===== src/logic/dir_pkg.sv =====
// Constants and types for the identification and factory information store.
// Assumes an APB slave; word indices below are program-space locations, byte = index*4.
package dir_pkg;

    localparam int WORD_W = 14;
    localparam int APB_ADDR_W = 18;
    localparam int INFO_WORDS = 32;

    // Word indices in program space
    localparam logic [15:0] IDX_REVISION = 16'h8005;
    localparam logic [15:0] IDX_PART_ID = 16'h8006;
    localparam logic [15:0] IDX_INFO_FIRST = 16'h8100;
    localparam logic [15:0] IDX_INFO_LAST = 16'h811f;
    localparam logic [15:0] IDX_UID_FIRST = 16'h8100;
    localparam logic [15:0] IDX_UID_RSVD = 16'h8109;
    localparam logic [15:0] IDX_TEMP_LOW = 16'h8113;
    localparam logic [15:0] IDX_TEMP_HIGH = 16'h8116;
    localparam logic [15:0] IDX_ADC_REF_1X = 16'h8118;
    localparam logic [15:0] IDX_ADC_REF_2X = 16'h8119;
    localparam logic [15:0] IDX_ADC_REF_4X = 16'h811a;
    localparam logic [15:0] IDX_CMP_REF_1X = 16'h811b;
    localparam logic [15:0] IDX_CMP_REF_2X = 16'h811c;
    localparam logic [15:0] IDX_CMP_REF_4X = 16'h811d;
    localparam logic [15:0] IDX_ACCESS_STATUS = 16'h8120;

    // Access status fields, write one to clear
    localparam int STAT_WRITE_REFUSED_BIT = 0;
    localparam int STAT_ERASE_REFUSED_BIT = 1;

    // Fixed marker bits of the two identification words
    localparam logic [1:0] PART_ID_MARKER = 2'h3;
    localparam logic [1:0] REVISION_MARKER = 2'h2;
    // Arbitrary values, not those of any real part
    localparam logic [11:0] PART_NUMBER_DEFAULT = 12'h0a5;
    localparam logic [5:0] MAJOR_REV_DEFAULT = 6'h01;
    localparam logic [5:0] MINOR_REV_DEFAULT = 6'h00;

    // Unassigned and absent words read like erased cells
    localparam logic [13:0] BLANK_WORD = 14'h3fff;
    localparam logic [31:0] RESET_WORD = 32'h0000_0000;

    typedef struct packed {
        logic [1:0] marker;
        logic [11:0] part_number_field;
    } dir_part_word_s;

    typedef struct packed {
        logic [1:0] marker;
        logic [5:0] major_revision_field;
        logic [5:0] minor_revision_field;
    } dir_rev_word_s;

    typedef logic [INFO_WORDS-1:0][WORD_W-1:0] dir_image_t;

    // Plain default image; manufacture overrides it per part
    localparam dir_image_t FACTORY_IMAGE_DEFAULT = '{default: BLANK_WORD};

endpackage


===== src/logic/dir_part_identifier_word_info_rom.sv =====
// Read-only identification words and factory information area behind an APB slave.
// Assumes an APB master on core_clk and an asynchronous bulk-erase request pin.
`timescale 1ns/100ps
module dir_part_identifier_word_info_rom #(
    parameter logic [11:0] PART_NUMBER = dir_pkg::PART_NUMBER_DEFAULT,
    parameter logic [5:0] MAJOR_REV = dir_pkg::MAJOR_REV_DEFAULT,
    parameter logic [5:0] MINOR_REV = dir_pkg::MINOR_REV_DEFAULT,
    parameter bit LOW_VOLTAGE = 1'b0,
    parameter int ADDR_W = dir_pkg::APB_ADDR_W,
    parameter dir_pkg::dir_image_t FACTORY_IMAGE = dir_pkg::FACTORY_IMAGE_DEFAULT
) (
    input wire logic core_clk,
    input wire logic rstn,
    input wire logic psel,
    input wire logic penable,
    input wire logic pwrite,
    input wire logic [ADDR_W-1:0] paddr,
    input wire logic [31:0] pwdata,
    input wire logic [3:0] pstrb,
    output logic [31:0] prdata,
    output logic pready,
    output logic pslverr,
    input wire logic bulk_erase_req
);
    import dir_pkg::*;

    generate
        if (ADDR_W < APB_ADDR_W) begin : g_bad_addr_w
            $error("ADDR_W too narrow for the information area");
        end
    endgenerate

    typedef struct packed {
        logic [WORD_W-1:0] rdata;
        logic rd_err;
        logic write_refused;
        logic erase_refused;
        logic erase_sync1;
        logic erase_sync2;
        logic erase_sync3;
    } dir_state_s;

    dir_state_s state_r;
    dir_state_s state_nxt;

    dir_part_word_s part_word;
    dir_rev_word_s rev_word;
    logic [WORD_W-1:0] info_mem [INFO_WORDS];
    logic [15:0] word_idx;
    logic [4:0] info_off;
    logic setup_phase;
    logic access_phase;
    logic is_info;
    logic is_mapped;
    logic [WORD_W-1:0] lookup;

    always_comb begin
        part_word.marker = PART_ID_MARKER;
        part_word.part_number_field = PART_NUMBER;
        rev_word.marker = REVISION_MARKER;
        rev_word.major_revision_field = MAJOR_REV;
        rev_word.minor_revision_field = MINOR_REV;
    end

    // Contents come only from elaboration; no port reaches them
    generate
        for (genvar g = 0; g < INFO_WORDS; g++) begin : g_info_word
            localparam logic [15:0] LOC = IDX_INFO_FIRST + 16'(g);
            localparam bit TEMP_PAD = LOC == IDX_TEMP_LOW - 16'h0001
                || LOC == IDX_TEMP_LOW + 16'h0001
                || LOC == IDX_TEMP_HIGH - 16'h0001
                || LOC == IDX_TEMP_HIGH + 16'h0001;
            localparam bit NO_4X = LOW_VOLTAGE
                && (LOC == IDX_ADC_REF_4X || LOC == IDX_CMP_REF_4X);
            if (TEMP_PAD) begin : g_pad
                assign info_mem[g] = BLANK_WORD;
            end else if (NO_4X) begin : g_absent
                assign info_mem[g] = BLANK_WORD;
            end else begin : g_stored
                assign info_mem[g] = FACTORY_IMAGE[g];
            end
        end
    endgenerate

    assign setup_phase = psel && !penable;
    assign access_phase = psel && penable;
    // Word index from a byte address; bits above the index must be zero
    assign word_idx = (paddr[ADDR_W-1:2] >> 16 == '0) ? 16'(paddr[ADDR_W-1:2]) : 16'hffff;
    assign info_off = word_idx[4:0];
    assign is_info = word_idx >= IDX_INFO_FIRST && word_idx <= IDX_INFO_LAST;
    assign is_mapped = is_info || word_idx == IDX_REVISION || word_idx == IDX_PART_ID
        || word_idx == IDX_ACCESS_STATUS;

    always_comb begin
        lookup = '0;
        if (word_idx == IDX_PART_ID) begin
            lookup = part_word;
        end else if (word_idx == IDX_REVISION) begin
            lookup = rev_word;
        end else if (is_info) begin
            lookup = info_mem[info_off];
        end else if (word_idx == IDX_ACCESS_STATUS) begin
            lookup[STAT_WRITE_REFUSED_BIT] = state_r.write_refused;
            lookup[STAT_ERASE_REFUSED_BIT] = state_r.erase_refused;
        end
    end

    always_comb begin
        state_nxt = state_r;
        state_nxt.erase_sync1 = bulk_erase_req;
        state_nxt.erase_sync2 = state_r.erase_sync1;
        state_nxt.erase_sync3 = state_r.erase_sync2;
        // Data captured in setup so the access phase answers from flops
        if (setup_phase) begin
            state_nxt.rdata = pwrite ? '0 : lookup;
            state_nxt.rd_err = !is_mapped;
        end
        if (access_phase && pwrite && word_idx == IDX_ACCESS_STATUS && pstrb[0]) begin
            if (pwdata[STAT_WRITE_REFUSED_BIT]) begin
                state_nxt.write_refused = 1'b0;
            end
            if (pwdata[STAT_ERASE_REFUSED_BIT]) begin
                state_nxt.erase_refused = 1'b0;
            end
        end
        // Set after clear so a coincident event is kept
        if (access_phase && pwrite && is_mapped && word_idx != IDX_ACCESS_STATUS) begin
            state_nxt.write_refused = 1'b1;
        end
        if (state_r.erase_sync2 && !state_r.erase_sync3) begin
            state_nxt.erase_refused = 1'b1;
        end
        if (!rstn) begin
            state_nxt = '0;
        end
    end

    always_ff @(posedge core_clk) begin
        state_r <= state_nxt;
    end

    assign pready = 1'b1;
    assign prdata = {18'h00000, state_r.rdata};
    assign pslverr = access_phase && state_r.rd_err;

endmodule


===== config.mk =====
export PLATFORM = sky130hd
export DESIGN_NAME = dir_part_identifier_word_info_rom
export DESIGN_NICKNAME = d
export VERILOG_FILES = /design/src/logic/dir_pkg.sv /design/src/logic/dir_part_identifier_word_info_rom.sv
export SDC_FILE = /design/constraint.sdc
export NUM_CORES = 1
export LEC_CHECK = 0
export BUFFER_PORTS_ARGS = -buffer_cell sky130_fd_sc_hd__buf_4
export CAP_MARGIN = 40
export CORE_MARGIN = 4
export CORE_UTILIZATION = 35
export DETAILED_ROUTE_END_ITERATION = 8
export PLACE_DENSITY = 0.8
export SYNTH_ARGS = -nofsm -noshare
export SYNTH_HDL_FRONTEND = slang
export SYNTH_SLANG_ARGS = --single-unit

===== constraint.sdc =====
create_clock -name core_clk -period 4.9 [get_ports core_clk]
set_clock_uncertainty 0.05 [all_clocks]
set_input_delay 0.245 -clock core_clk [delete_from_list [all_inputs] [get_ports core_clk]]
set_output_delay 0.245 -clock core_clk [all_outputs]
set_load 0.03 [all_outputs]

# After elaboration in Yosys (flattened, before gate mapping)
# Memories as Yosys holds them, arrays and structs flattened.
# Cells that the tools add are included.
# word_totals
register_bits	20
mem_bits_ro	448
inputBits	60
out_inout_bits	34
n_memories	1
# memory_table
name	words	word_bits	rd	rd_clocked_by_memory_dff	write_ports	line	source
(name not given)	32	14	1	0	0	dir_part_identifier_word_info_rom.sv:101	lookup = info_mem[info_off];
# op_classes
n_lt_le_gt_ge	3
eq_ne	4
muxes	13
bitwise	1
reduce_logical	22
# op_table
op	count
14-bit two-way mux	5
16-bit equality test, second input constant	3
16-bit greater-or-equal comparator, second input constant	1
16-bit less-or-equal comparator, second input constant	1
16-bit inequality test, second input constant	1
12-bit two-way mux	1
1-bit logical AND	10
2-bit nonzero test	4
6-bit greater-or-equal comparator, second input constant	1
2-bit two-way mux	3
5-bit NOT with 6-bit output	1
1-bit two-way mux	4
2-bit AND reduction	2
1-bit logical NOT	3
1-bit logical OR	3

# Depth between registers and ports, before layout
# logic_depth
ltp_word	9
depth_mapped	4

# Least setup slack after synthesis
# No wires, ideal clock.
# synth_timing
kind	input port to flip-flop
start	input port paddr[9]
end	register state_r[5] (netlist name)
t_arrival_ns	1.636
setup_slack_ns	3.098
stages	4
path_buffers	0
cell_sequence	or4_4 -> or3_4 -> or3_1 -> o211a_1
# synth_between
elab_chain_cells	6
elab_cells_between_ends	10
cone_classes	order compare: 2; eq/ne: 3; reduce/logical: 5
# synth_lines
item	line	source
from (decl)	dir_part_identifier_word_info_rom.sv:17	input wire logic [ADDR_W-1:0] paddr,
16-bit greater-or-equal comparator / 16-bit less-or-equal comparator (equally long branches)	dir_part_identifier_word_info_rom.sv:90	assign is_info = word_idx >= IDX_INFO_FIRST && word_idx <= IDX_INFO_LAST;
1-bit logical AND	dir_part_identifier_word_info_rom.sv:90	
1-bit logical OR (2 in a row)	dir_part_identifier_word_info_rom.sv:91	assign is_mapped = is_info || word_idx == IDX_REVISION || word_idx == IDX_PART_ID
1-bit logical OR (*)	dir_part_identifier_word_info_rom.sv:92	|| word_idx == IDX_ACCESS_STATUS;
1-bit logical NOT (*)	dir_part_identifier_word_info_rom.sv:116	state_nxt.rd_err = !is_mapped;
to (signal assigned)	dir_part_identifier_word_info_rom.sv:139	state_r <= state_nxt;
to (decl)	dir_part_identifier_word_info_rom.sv:43	dir_state_s state_r;
# Every way passes the cells marked *; elsewhere a longest branch is shown, timed or not.
# A chain may end at the register's enable or synchronous reset.

# Final worst setup path
# Same ends and word-level chain as after synthesis.

==> impl_metrics.toml <==
[outcome]
status = "completed"

[cts]
clk_pin_slew_ps = 80
clock_sinks = 12
post-cts-setup-buffer-count = 0
cts_buffer_depth = 2
ctsRootBufferMaster = "clkbuf_4"
postCtsHoldBufs = 0
cts_resized = 0
insertion_delay_ps = 270
ctsHtreeMaxLevel = 1
cts_tree = "done"
cts-buffers-inserted = 3

[routing]
wire_per_inst_um = 12.65
drc = 0
firstDrtPassIters = 4
wl_um = 2100
wl_met3_um = 283
top_layer_used = "met4"
via_count = 820
postRouteAntennaNets = 0
met1_length_um = 726
first_iter_violations = 19
wl_met2_um = 1070
via_per_inst = 4.940

[timing]
finalHoldViolations = 0
relSlewSlack_pct = 49.12
period_needed_ps = 1709
tightest_slew_ps = 761.5
rsz0062_at_grt = "no"
max_freq_ghz = 0.5851
setup_viol_count_final = 0
period_share_pct = 34.88
holdWs_ps = 126.6
fin_ws_ps = 3191
timing.setup.tns_ps = 0
drv_slew = 0

[floorplan]
die_h_um = 58.91
start_util_pct = 36.62
row_count = 18
ios = 94
die-width_um = 58.91
core-area_um2 = 2477
die_area_um2 = 3470

[power_and_ir_drop]
p_leak_nw = 0.5133
ir_drop_uv = 92.61
power_density_nw_per_um2 = 213.8

[grt]
grt_max_degree = 18
grt_pass1_vias = 753
grt-ovfl-total = 0
antenna_found_initial = 0
grt_pass1_wl_um = 3036
grtUsageTotal_pct = 11.30

[final_layout]
syn_to_final_growth_pct = 19.31
layout-drive-gt1-share_pct = 34.56
final_nets = 197
final_area_um2 = 1082
final_cells = 166
insertedDiodeCount = 0

[setup_path]
critPathMaxStageDelay_ps = 530
crit_arrival_ps = 1830
r2r_end = "prdata[0]"
rr_worst_depth = 3
crit_slowest_cell = "or4_4"
cp_max_fo = 4
start_kind = "input port"
path_cells = "buf_4 -> or4_4 -> or3_4 -> or3_1 -> o211a_1"
cp.required_ps = 5020
rrSetupSlack_ps = 4010
r2r_start = "prdata[0]"
worst_setup_path_end_kind = "flop"
critical_path_class = "in -> reg"

[synthesis]
yosysMostFrequentCell = "buf_4"
syn_inst = 111
synth-seq-area-share_pct = 26.48
synth.distinct_cells = 38
synth_area_leaders = "buf_4 27%, dfxtp_1 26%, and2_1 3.4%"
yosysTopAreaCellShare_pct = 27.31
ys.flop_type = "dfxtp_1"
ys_ff_latch = 12
async_flop_share_pct = 0
syn_avg_cell_area_um2 = 8.172
ys.warnings.count = 0
synth_area_um2 = 907.1
synth-edff-count = 0
ys_top_cells_by_count = "33 x buf_4, 12 x dfxtp_1, 5 x and2_1, 5 x nor2_1"
yosys.area.top_type = "buf_4"

[place]
hpwlAfterDp_um = 1719
gp_congestion = 0.8754
dp_cells = 162
io_buffers = 39
pre_cts_slack_ps = 2904
dpl_cell_area_um2 = 1046

[worst_hold_path]
hold_end = "state_r[2]"
min_path_type = "in -> reg"
hp-start = "bulk_erase_req"
hold_depth = 2

[job]
max_cap_violations = 0
metrics by stage:
stage          total power, W  util (%)
4_1_cts             0.0002338     43.69
3_5_place_dp        0.0001549     42.22
2_1_floorplan       0.0001456         -
3_3_place_gp        0.0001534     42.22
5_1_grt             0.0002431     43.69
6_report            0.0002314     43.69
worst max path at each step:
stage                  start    endpoint  slack (ps)  cells after the start
global placement    paddr[9]  state_r[5]        2930                      5
global route        paddr[9]  state_r[5]        3170                      5
detailed placement  paddr[9]  state_r[5]        2900                      5
finish              paddr[9]  state_r[5]        3190                      5
floorplan           paddr[9]  state_r[5]        3100                      4
CTS                 paddr[9]  state_r[5]        3200                      5
cell type report:
cell class                      instances  area, um^2
Inverter                                3       11.26
Sequential cell                        12       240.2
Fill cell                             246        1395
Tap cell                               30       37.54
Timing Repair Buffer                   39       292.8
Clock buffer                            4       36.28
Multi-Input combinational cell         78       464.2
cells in the final DEF, fill, tap and decap left out, drive strengths merged:
cell     n
buf     39
conb    19
dfxtp   12
nor2     5
and2     5
nand2    4
nand4    4
nand3    4
clkbuf   4
nor2b    3
inv      3
o21ai    3
nand2b   2
and4b    2
a41oi    2
and4     2
a21oi    2
or3      2
and3     1
xor2     1
a31oi    1
or4b     1
or4      1
o41ai    1
o211a    1
nand3b   1
o221ai   1
nor4b    1
nor3     1
nor3b    1
a41o     1
a21boi   1
o22ai    1
nor4     1
a31o     1
o311ai   1
o31ai    1
flip-flops by register name (all words and copies together) (netlist names):
register / flops
prdata: 6
state_r: 6
cell families after synthesis:
kind of cell | share of synthesized area [%]
xor gates and xnor gates | 0.9657
and+or+nand+nor | 28.55
other | 0.8279
AOI/OAI and AO/OA | 13.80
DFF | 26.48
buffers and inverters | 29.38
where the power goes:
group | total, W | switching, W | internal (W)
clock network | 0.0000779 | 0.0000328 | 0.0000451
registers | 0.000100 | 0.000000832 | 0.0000994
logic | 0.0000533 | 0.0000347 | 0.0000186
total | 0.000231 | 0.0000683 | 0.000163
metal layers:
layer	track usage [%]	vias to the layer above
met4	6.796	0
met5	0	-
li1	-	397
met3	3.509	4
met2	20.03	47
met1	11.45	372
critical path: cells and delay by family:
family | cells | cell delay [ps]
simple gates | 3 | 1260
compound gates | 1 | 220
buf+inv | 1 | 110
Note: power is estimated with default switching activity, not from simulation.
